===== config.mk =====
export PLATFORM = sky130hd
export DESIGN_NAME = gray_pixel_fetch
export DESIGN_NICKNAME = d
export VERILOG_FILES = /design/src/common/gray_lut_pkg.sv /design/src/pixel_fifo.sv /design/src/gray_pixel_fetch.sv
export VERILOG_INCLUDE_DIRS = /design/src /design/src/common
export SDC_FILE = /design/constraint.sdc
export NUM_CORES = 1
export LEC_CHECK = 0
export ABC_AREA = 1
export BUFFER_PORTS_ARGS = -buffer_cell sky130_fd_sc_hd__buf_2
export CAP_MARGIN = 40
export CORE_MARGIN = 2
export CORE_UTILIZATION = 40
export CTS_BUF_LIST = sky130_fd_sc_hd__clkbuf_16
export DETAILED_ROUTE_END_ITERATION = 8
export MAX_ROUTING_LAYER = met4
export SYNTH_ARGS = -nofsm -noshare
export SYNTH_HDL_FRONTEND = slang
export SYNTH_SLANG_ARGS = --single-unit

===== constraint.sdc =====
create_clock -name clk -period 10.5 [get_ports clk]
set_input_delay 1.05 -clock clk [delete_from_list [all_inputs] [get_ports clk]]
set_output_delay 1.05 -clock clk [all_outputs]
set_load 0.01 [all_outputs]

===== src/common/gray_lut_map.svh =====
`ifndef GRAY_LUT_MAP_SVH
`define GRAY_LUT_MAP_SVH

// ----------------------------------------
// Register offsets
// ----------------------------------------
`define REG_CTRL 8'h00
`define REG_HWIDTH 8'h01
`define REG_VLINES 8'h02
`define REG_STATUS 8'h03
`define REG_LINE_EXTRA 8'h11
`define REG_GREEN_HI 4'h2

// ----------------------------------------
// Field positions
// ----------------------------------------
`define CTRL_EN_BIT 0
`define CTRL_DEPTH_LSB 1
`define CTRL_DEPTH_MSB 2
`define GREEN_LSB 4
`define GREEN_MSB 7

// ----------------------------------------
// Reset values
// ----------------------------------------
`define RST_HWIDTH 8'h13
`define RST_VLINES 8'hEF
`define RST_LINE_EXTRA 8'h00

// ----------------------------------------
// Memory geometry
// ----------------------------------------
`define MEM_BYTES 81920
`define WORD_BITS 16
`define MEM_WORDS (`MEM_BYTES * 8 / `WORD_BITS)
`define FIFO_DEPTH 8

`endif


===== src/common/gray_lut_pkg.sv =====
package gray_lut_pkg;

  typedef enum logic [1:0] {DEPTH_1BPP, DEPTH_2BPP, DEPTH_4BPP, DEPTH_8BPP} depth_t;

  typedef enum logic {FETCH_IDLE, FETCH_RUN} fetch_st_t;

  typedef struct packed {
    logic wr;
    logic rd;
    logic [7:0] addr;
    logic [7:0] wdata;
  } bus_req_t;

  typedef struct packed {
    logic frame_start;
    logic line_end;
    logic [15:0] data;
  } mem_word_t;

  typedef struct packed {
    logic frame_start;
    logic line_end;
    logic [3:0] gray;
  } pixel_t;

endpackage : gray_lut_pkg


===== src/pixel_fifo.sv =====
`timescale 1ns/100ps

module pixel_fifo #(
  parameter int WIDTH = 18,
  parameter int DEPTH = 8
) (
  // Clock and reset
  input wire logic clk,
  input wire logic rst_n,
  // Fill side
  input wire logic in_valid,
  output logic in_ready,
  input wire logic [WIDTH-1:0] in_data,
  // Drain side
  output logic out_valid,
  input wire logic out_ready,
  output logic [WIDTH-1:0] out_data
);

  localparam int AW = $clog2(DEPTH);

  typedef struct packed {
    logic [DEPTH-1:0][WIDTH-1:0] mem;
    logic [AW-1:0] wp;
    logic [AW-1:0] rp;
    logic [AW:0] cnt;
  } fifo_st_t;

  fifo_st_t st_ff;
  fifo_st_t nxt_st;
  logic push;
  logic pop;

  function automatic logic [AW-1:0] ptr_inc(input logic [AW-1:0] p);
    ptr_inc = (32'(p) == DEPTH - 1) ? '0 : AW'(p + 1'b1);
  endfunction : ptr_inc

  assign in_ready = (32'(st_ff.cnt) != DEPTH);
  assign out_valid = (st_ff.cnt != '0);
  assign out_data = st_ff.mem[st_ff.rp];
  assign push = in_valid && in_ready;
  assign pop = out_valid && out_ready;

  always_comb
  begin
    nxt_st = st_ff;
    if (push)
    begin
      nxt_st.mem[st_ff.wp] = in_data;
      nxt_st.wp = ptr_inc(st_ff.wp);
    end
    if (pop)
    begin
      nxt_st.rp = ptr_inc(st_ff.rp);
    end
    if (push && !pop)
    begin
      nxt_st.cnt = st_ff.cnt + 1'b1;
    end
    else if (pop && !push)
    begin
      nxt_st.cnt = st_ff.cnt - 1'b1;
    end
  end

  always_ff @(posedge clk or negedge rst_n)
  begin
    if (!rst_n)
    begin
      st_ff <= '0;
    end
    else
    begin
      st_ff <= nxt_st;
    end
  end

  property p_no_lost_push;
    @(posedge clk) disable iff (!rst_n)
    in_valid |-> in_ready;
  endproperty
  a_no_lost_push: assert property (p_no_lost_push) else $error("word offered to full fifo");

endmodule : pixel_fifo


===== src/gray_pixel_fetch.sv =====
// Added by the designer: the address-and-strobe port.
`timescale 1ns/100ps
`include "gray_lut_map.svh"

// What this block does
// RULE1: gray level comes only from the green part of the chosen table entry
// RULE2: gray depth offered only at 1, 2 and 4 bits; 8 bits refused
// RULE3: at 1 bit per pixel only the first two green entries are used
// RULE4: each green entry holds one of sixteen levels, black to white
// RULE5: 1 bit per pixel: byte gives eight pixels, bit picks entry 0 or 1
// RULE6: 2 bits per pixel: byte gives four pixels, codes pick entries 0 to 3
// RULE7: at 2 bits per pixel entries above the first four never show
// RULE8: 4 bits per pixel: byte gives two pixels, nibble picks entries 0 to 15
// RULE9: 8-bit line extra word count, 0 to 255 words
// RULE10: extra count zero means lines follow directly in memory
// RULE11: extra count never changes the visible words per line
// RULE12: display memory is 81920 bytes; addresses wrap inside it
// RULE13: a memory word is 16 bits; pixels per word is 16 over depth
// RULE14: next line address is line start plus visible words plus extra words
// RULE15: inside a byte the most significant group is the leftmost pixel
module gray_pixel_fetch
  import gray_lut_pkg::*;
#(
  parameter int FIFO_DEPTH = `FIFO_DEPTH
) (
  // Clock and reset
  input wire logic clk,
  input wire logic rst_n,
  // Register port
  input wire bus_req_t bus,
  output logic [7:0] rd_data,
  // Display memory, data one cycle after the read strobe
  output logic mem_rd,
  output logic [15:0] mem_addr,
  input wire logic [15:0] mem_rdata,
  // Panel pixel stream
  output logic pix_valid,
  input wire logic pix_ready,
  output pixel_t pix
);

  // ----------------------------------------
  // State
  // ----------------------------------------
  typedef struct packed {
    logic en;
    depth_t depth;
    logic [7:0] hwidth;
    logic [7:0] vlines;
    logic [7:0] extra;
    logic [15:0][3:0] green;
    logic [7:0] rdata;
    fetch_st_t fst;
    logic [15:0] line_base;
    logic [15:0] addr;
    logic [7:0] word_cnt;
    logic [7:0] line_cnt;
    logic frame_first;
    logic pend;
    logic pend_first;
    logic pend_last;
    logic [15:0] sh;
    logic [4:0] left;
    logic sh_first;
    logic sh_last;
    pixel_t out;
    logic out_v;
  } st_t;

  st_t st_ff;
  st_t nxt_st;
  logic [1:0] rst_sync_ff;
  logic rst_s_n;
  mem_word_t fifo_in;
  mem_word_t fifo_out;
  logic fifo_in_ready;
  logic fifo_out_valid;
  logic fifo_out_ready;
  logic issue;
  logic last_word;
  logic frame_end;
  logic take_pix;
  logic pop;
  logic [3:0] cur_idx;
  logic [3:0] sel_green;
  logic [15:0] step_target;
  logic [3:0] pop_hi;

  // ----------------------------------------
  // Helpers
  // ----------------------------------------
  function automatic logic [4:0] px_per_word(input depth_t d);
    px_per_word = 5'(`WORD_BITS >> d);
  endfunction : px_per_word

  function automatic logic [4:0] bits_per_px(input depth_t d);
    bits_per_px = 5'h01 << d;
  endfunction : bits_per_px

  function automatic logic [3:0] px_index(input depth_t d, input logic [15:0] s);
    case (d)
      DEPTH_1BPP: px_index = {3'h0, s[15]};
      DEPTH_2BPP: px_index = {2'h0, s[15:14]};
      default: px_index = s[15:12];
    endcase
  endfunction : px_index

  function automatic logic [15:0] wrap_add(input logic [15:0] a, input logic [15:0] b);
    logic [16:0] s;
    s = {1'b0, a} + {1'b0, b};
    if (s >= 17'(`MEM_WORDS))
    begin
      s = s - 17'(`MEM_WORDS);
    end
    wrap_add = s[15:0];
  endfunction : wrap_add

  // ----------------------------------------
  // Reset release
  // ----------------------------------------
  always_ff @(posedge clk or negedge rst_n)
  begin
    if (!rst_n)
    begin
      rst_sync_ff <= 2'h0;
    end
    else
    begin
      rst_sync_ff <= {rst_sync_ff[0], 1'b1};
    end
  end

  assign rst_s_n = rst_sync_ff[1];

  // ----------------------------------------
  // Word buffer
  // ----------------------------------------
  pixel_fifo #(
    .WIDTH($bits(mem_word_t)),
    .DEPTH(FIFO_DEPTH)
  ) u_fifo (
    .clk(clk),
    .rst_n(rst_s_n),
    .in_valid(st_ff.pend),
    .in_ready(fifo_in_ready),
    .in_data(fifo_in),
    .out_valid(fifo_out_valid),
    .out_ready(fifo_out_ready),
    .out_data(fifo_out)
  );

  assign fifo_in = '{frame_start: st_ff.pend_first, line_end: st_ff.pend_last,
                     data: mem_rdata};
  assign issue = (st_ff.fst == FETCH_RUN) && fifo_in_ready && !st_ff.pend;
  assign mem_rd = issue;
  assign mem_addr = st_ff.addr;
  assign last_word = (st_ff.word_cnt == st_ff.hwidth);
  assign frame_end = last_word && (st_ff.line_cnt == st_ff.vlines);
  assign step_target = wrap_add(st_ff.line_base,
                                16'(st_ff.hwidth) + 16'h0001 + 16'(st_ff.extra));
  assign fifo_out_ready = (st_ff.left == 5'h00);
  assign pop = fifo_out_valid && fifo_out_ready;
  assign take_pix = (!st_ff.out_v || pix_ready) && (st_ff.left != 5'h00);
  assign cur_idx = px_index(st_ff.depth, st_ff.sh);
  assign sel_green = st_ff.green[cur_idx];
  assign pop_hi = fifo_out.data[7:4];
  assign rd_data = st_ff.rdata;
  assign pix_valid = st_ff.out_v;
  assign pix = st_ff.out;

  // ----------------------------------------
  // Next state
  // ----------------------------------------
  always_comb
  begin
    nxt_st = st_ff;
    nxt_st.rdata = 8'h00;
    // Register writes
    if (bus.wr)
    begin
      case (bus.addr)
        `REG_CTRL:
        begin
          nxt_st.en = bus.wdata[`CTRL_EN_BIT];
          if (bus.wdata[`CTRL_DEPTH_MSB:`CTRL_DEPTH_LSB] != DEPTH_8BPP) // see RULE2
          begin
            nxt_st.depth = depth_t'(bus.wdata[`CTRL_DEPTH_MSB:`CTRL_DEPTH_LSB]);
          end
        end
        `REG_HWIDTH: nxt_st.hwidth = bus.wdata;
        `REG_VLINES: nxt_st.vlines = bus.wdata;
        `REG_LINE_EXTRA: nxt_st.extra = bus.wdata; // see RULE9
        default:
        begin
          if (bus.addr[7:4] == `REG_GREEN_HI)
          begin
            nxt_st.green[bus.addr[3:0]] = bus.wdata[`GREEN_MSB:`GREEN_LSB]; // see RULE4
          end
        end
      endcase
    end
    // Register reads
    if (bus.rd)
    begin
      case (bus.addr)
        `REG_CTRL: nxt_st.rdata = {5'h00, st_ff.depth, st_ff.en};
        `REG_HWIDTH: nxt_st.rdata = st_ff.hwidth;
        `REG_VLINES: nxt_st.rdata = st_ff.vlines;
        `REG_STATUS: nxt_st.rdata = {6'h00, st_ff.out_v, st_ff.fst == FETCH_RUN};
        `REG_LINE_EXTRA: nxt_st.rdata = st_ff.extra; // see RULE9
        default:
        begin
          if (bus.addr[7:4] == `REG_GREEN_HI)
          begin
            nxt_st.rdata = {st_ff.green[bus.addr[3:0]], 4'h0};
          end
        end
      endcase
    end
    // Memory fetch
    nxt_st.pend = issue;
    case (st_ff.fst)
      FETCH_IDLE:
      begin
        if (st_ff.en)
        begin
          nxt_st.fst = FETCH_RUN;
          nxt_st.addr = 16'h0000;
          nxt_st.line_base = 16'h0000;
          nxt_st.word_cnt = 8'h00;
          nxt_st.line_cnt = 8'h00;
          nxt_st.frame_first = 1'b1;
        end
      end
      FETCH_RUN:
      begin
        if (issue)
        begin
          nxt_st.pend_first = st_ff.frame_first;
          nxt_st.pend_last = last_word;
          nxt_st.frame_first = 1'b0;
          if (frame_end)
          begin
            nxt_st.word_cnt = 8'h00;
            nxt_st.line_cnt = 8'h00;
            nxt_st.line_base = 16'h0000;
            nxt_st.addr = 16'h0000;
            nxt_st.frame_first = 1'b1;
            nxt_st.fst = st_ff.en ? FETCH_RUN : FETCH_IDLE;
          end
          else if (last_word)
          begin
            nxt_st.word_cnt = 8'h00;
            nxt_st.line_cnt = st_ff.line_cnt + 8'h01;
            nxt_st.line_base = step_target; // see RULE14, see RULE10, see RULE11
            nxt_st.addr = step_target; // see RULE12
          end
          else
          begin
            nxt_st.word_cnt = st_ff.word_cnt + 8'h01;
            nxt_st.addr = wrap_add(st_ff.addr, 16'h0001); // see RULE12
          end
        end
      end
      default: nxt_st.fst = FETCH_IDLE;
    endcase
    // Pixel output
    if (st_ff.out_v && pix_ready)
    begin
      nxt_st.out_v = 1'b0;
    end
    if (take_pix)
    begin
      nxt_st.out.gray = sel_green; // see RULE1, see RULE3, see RULE7
      nxt_st.out.frame_start = st_ff.sh_first && (st_ff.left == px_per_word(st_ff.depth));
      nxt_st.out.line_end = st_ff.sh_last && (st_ff.left == 5'h01);
      nxt_st.out_v = 1'b1;
      nxt_st.sh = st_ff.sh << bits_per_px(st_ff.depth); // see RULE15
      nxt_st.left = st_ff.left - 5'h01;
    end
    if (pop)
    begin
      // Low address byte shows first, top bits leftmost
      nxt_st.sh = {fifo_out.data[7:0], fifo_out.data[15:8]}; // see RULE15, see RULE5
      nxt_st.left = px_per_word(st_ff.depth); // see RULE13, see RULE6, see RULE8
      nxt_st.sh_first = fifo_out.frame_start;
      nxt_st.sh_last = fifo_out.line_end;
    end
  end

  always_ff @(posedge clk or negedge rst_s_n)
  begin
    if (!rst_s_n)
    begin
      st_ff <= '{en: 1'b0, depth: DEPTH_1BPP, hwidth: `RST_HWIDTH, vlines: `RST_VLINES,
                 extra: `RST_LINE_EXTRA, fst: FETCH_IDLE, default: '0};
    end
    else
    begin
      st_ff <= nxt_st;
    end
  end

  // ----------------------------------------
  // Checks
  // ----------------------------------------
  property p_green_only;
    @(posedge clk) disable iff (!rst_s_n)
    take_pix |=> pix_valid && (pix.gray == $past(sel_green));
  endproperty
  a_green_only: assert property (p_green_only) else $error("gray not from green entry"); // see RULE1

  property p_no_8bpp;
    @(posedge clk) disable iff (!rst_s_n)
    (bus.wr && bus.addr == `REG_CTRL) |=> st_ff.depth != DEPTH_8BPP;
  endproperty
  a_no_8bpp: assert property (p_no_8bpp) else $error("8 bit gray depth accepted"); // see RULE2

  property p_one_bpp_idx;
    @(posedge clk) disable iff (!rst_s_n)
    (take_pix && st_ff.depth == DEPTH_1BPP) |-> cur_idx < 4'h2;
  endproperty
  a_one_bpp_idx: assert property (p_one_bpp_idx) else $error("1 bit index beyond 1"); // see RULE3, see RULE5

  property p_two_bpp_idx;
    @(posedge clk) disable iff (!rst_s_n)
    (take_pix && st_ff.depth == DEPTH_2BPP) |-> cur_idx < 4'h4;
  endproperty
  a_two_bpp_idx: assert property (p_two_bpp_idx) else $error("2 bit index beyond 3"); // see RULE6, see RULE7

  property p_msb_first;
    @(posedge clk) disable iff (!rst_s_n)
    (pop && st_ff.depth == DEPTH_4BPP) |=> cur_idx == $past(pop_hi);
  endproperty
  a_msb_first: assert property (p_msb_first) else $error("first pixel not top nibble"); // see RULE8, see RULE15

  property p_px_per_word;
    @(posedge clk) disable iff (!rst_s_n)
    pop |=> ({2'h0, st_ff.left} << st_ff.depth) == 7'h10;
  endproperty
  a_px_per_word: assert property (p_px_per_word) else $error("pixels per word wrong"); // see RULE13

  property p_line_step;
    @(posedge clk) disable iff (!rst_s_n)
    (issue && last_word && !frame_end) |=> st_ff.line_base == $past(step_target);
  endproperty
  a_line_step: assert property (p_line_step) else $error("line step wrong"); // see RULE14

  property p_mem_range;
    @(posedge clk) disable iff (!rst_s_n)
    mem_rd |-> 32'(mem_addr) < `MEM_WORDS;
  endproperty
  a_mem_range: assert property (p_mem_range) else $error("address beyond memory"); // see RULE12

  property p_extra_rw;
    @(posedge clk) disable iff (!rst_s_n)
    (bus.wr && bus.addr == `REG_LINE_EXTRA) ##1 (bus.rd && bus.addr == `REG_LINE_EXTRA)
    |=> rd_data == $past(bus.wdata, 2);
  endproperty
  a_extra_rw: assert property (p_extra_rw) else $error("extra words not read back"); // see RULE9

endmodule : gray_pixel_fetch


==> results.cfg <==
[layout]
num_antenna_cells = 0
syn_to_final_growth_pct = 11.1
fillers = 4421
design_area_mm2 = 0.0199
drive_above_1_share = 0.0976
num-nets-final = 2325

[synthesis]
synthFlopType = dfrtp_1
seq_area_frac_synth = 0.472
synthCells = 2244
yosysWarnings = 0
synth_seq_cells = 338
synthArstFlopShare = 1.00
syn_area_mm2 = 0.0179
yosysUniqueCellTypes = 60
synth_nets = 2315
syn-mean-instance-area_um2 = 7.99
synth_edf_count = 0

[power]
switching_share = 0.405
comb_power_share = 0.369
p_leak_nw = 9.28
p_seq_frac = 0.382
p_per_area_mw_per_mm2 = 267
ir_drop_v = 0.000141
p_switching_mw = 2.15
cell_internal_pwr_mw = 3.16
clkPwrFrac = 0.248

[outcome]
status = finished clean

[floorplanning]
die_area_mm2 = 0.0465
start_util = 0.405
fp-row-count = 77
fp.dieH_um = 216
ios = 69
core_area_mm2 = 0.0442
die_x_um = 216

[drt]
ant_nets = 0
totalWireLength_um = 49600
dr.pass1.iters = 6
wl_per_cell_um = 17.3
vias = 15600
drt-initial-drc-count = 1512
viasPerCell = 5.41
drc = 0

[clock_tree]
clock_latency_ns = 0.57
cts_buffers = 39
cts_repair_resize_count = 0
clock-root-buffer = clkbuf_16
cts_tree = yes
holdBufCountCts = 0
clockBufferDepth = 3
clk_pin_slew_worst_paths_ns = 0.06
cts_sinks = 338
postCtsSetupRepairBufs = 0
cts.htree.levels = 2

[worst_setup_path]
critical_path_class = flop to flop
cp.required_ns = 10.95
reg2reg_to = u_fifo.st_ff[3]
rrSetupSlack_ns = 7.07
path_max_fanout = 16
cp-start-kind = flop
worst_r2r_path_depth = 16
cp-end-kind = flop
worst-endpoint-arrival_ns = 3.88
r2r-start = st_ff[9]

[timing]
max_freq_ghz = 0.292
hold_viol_final = 0
slew_violations = 0
final.setup.tns_ns = 0
max-slew-margin-rel = 0.444
fin_skew_ns = 0.0339
rsz0062_at_grt = false
min_period_over_period = 0.326
tightest_slew_ns = 0.834
finalWorstPathRequiredPeriod_ns = 3.43
setup_viol = 0

[placement]
hpwl_um = 33700
place.gp.congestion = 0.935
io_buffers = 68
dpl_cell_area_mm2 = 0.0187

[grt]
grt_overflow = 0
antenna_found_initial = 0
grt_pass1_vias = 15100
track_usage = 0.223
grt_first_pass_wirelength_um = 81400
grt_max_degree = 75

[run]
drv_cap = 0

[min_path]
hp-class = primary input to asynchronous set/reset pin
[cells in the mapped netlist, types with 35 or more instances]
master | instances | share of area
inv_1 | 220 | 0.046
buf_4 | 35 | 0.015
nand2_1 | 495 | 0.10
dfrtp_1 | 328 | 0.46
a21oi_1 | 66 | 0.018
o21ai_1 | 38 | 0.011
o22ai_1 | 45 | 0.016
clkbuf_1 | 61 | 0.013
nor2_1 | 176 | 0.037
nand3_1 | 65 | 0.018
o221ai_1 | 35 | 0.017
o21ai_0 | 371 | 0.10
[logic make-up (layout without fill, tap and decap cells)]
group	after synthesis	after routing	synth area share
and+or+nand+nor	823	823	0.193
buffers and inverters	369	409	0.0869
other	1	1	0.000209
adders and majority gates	34	34	0.0275
AOI/OAI and AO/OA	659	659	0.211
xor gates and xnor gates	20	20	0.00977
DFF	338	338	0.472
[area by class of cell]
type                    instances  area (um^2)  share of cell area
well taps                     592          741              0.0372
repair buffers                 92          641              0.0322
multi-input cells            1537         7910               0.397
clock inverters                31          224              0.0112
inverters                     246          926              0.0465
clock buffers                  40         1000              0.0503
flip-flops and latches        338         8480               0.426
[routing by layer]
layer  GRT usage  wire length, um  vias to the layer above
li1            -                -                     7540
met2       0.347            22800                      434
met4      0.0634             1040                        0
met1       0.306            23100                     7501
met3      0.0272             2670                       78
met5           -                0                        -
[layout by cell type, fill, tap and decap left out, types with 11 or more instances in the layout]
master and count:
nor2_2 11, o221ai_1 35, o21ai_0 371, inv_2 22, clkbuf_16 40, o21ai_1 38
a22oi_1 22, nand3_1 65, ha_1 25, a31oi_1 17, o211ai_1 25, a21oi_1 66
inv_1 230, nand4_1 23, nor2_1 176, buf_2 68, a211oi_1 16, buf_4 18
o22ai_1 45, dfrtp_1 326, clkinv_1 12, nand2_1 495, xor2_1 13
[critical path: stages (launching register included)]
cell     delay (ns)
dfrtp_1        0.42
inv_1          0.10
ha_1           0.19
nand2_1        0.09
nor2_2         0.13
inv_2          0.08
a31oi_4        0.48
inv_1          0.40
ha_1           0.35
inv_1          0.12
ha_1           0.25
a21o_1         0.18
a21oi_1        0.18
nand2_1        0.09
nand2_1        0.08
nor2_1         0.05
xor2_1         0.13
[worst max-delay path by stage]
stage	from	endpoint	slack (ns)	depth (start not counted)
floorplan	rst_sync_ff[1]	fifo_in[16]	0.40	0
global placement	st_ff[10]	u_fifo.st_ff[3]	6.70	16
detailed placement	st_ff[9]	u_fifo.st_ff[3]	7.08	16
CTS	st_ff[9]	u_fifo.st_ff[3]	7.09	16
global route	st_ff[10]	u_fifo.st_ff[3]	6.81	16
finish	st_ff[9]	u_fifo.st_ff[3]	7.07	16
[metrics by stage]
step                      setup slack [ns]  std cells  power (mW)   util  hold slack [ns]
after floorplan                      0.400       2244        3.46      -            0.331
after global placement                6.70       2799        3.92  0.419            0.336
after detailed placement              7.08       2805        4.00  0.423            0.337
after CTS                             7.09       2876        5.35  0.450            0.257
after global routing                  6.81       2876        5.73  0.450            0.264
final                                 7.07       2876        5.31  0.450            0.284
[power by group through the flow]
| stage | Sequential (mW) | Combinational [mW] | Clock (mW) |
|---|---|---|---|
| after CTS | 2.03 | 1.97 | 1.35 |
| after global routing | 2.09 | 2.24 | 1.41 |
| after global placement | 2.03 | 1.89 | 0 |
| final | 2.03 | 1.96 | 1.32 |
| after floorplan | 1.97 | 1.49 | 0 |
| after detailed placement | 2.04 | 1.96 | 0 |
[sequential cells by signal, summed over array words and instances, names as in the netlist]
| register | cells |
|---|---|
| fifo_in | 2 |
| mem_addr | 16 |
| pix | 6 |
| pix_valid | 1 |
| rd_data | 8 |
| rst_sync_ff | 2 |
| st_ff | 149 |
| u_fifo.st_ff | 154 |
No activity file was read; power rests on OpenSTA's default activity.
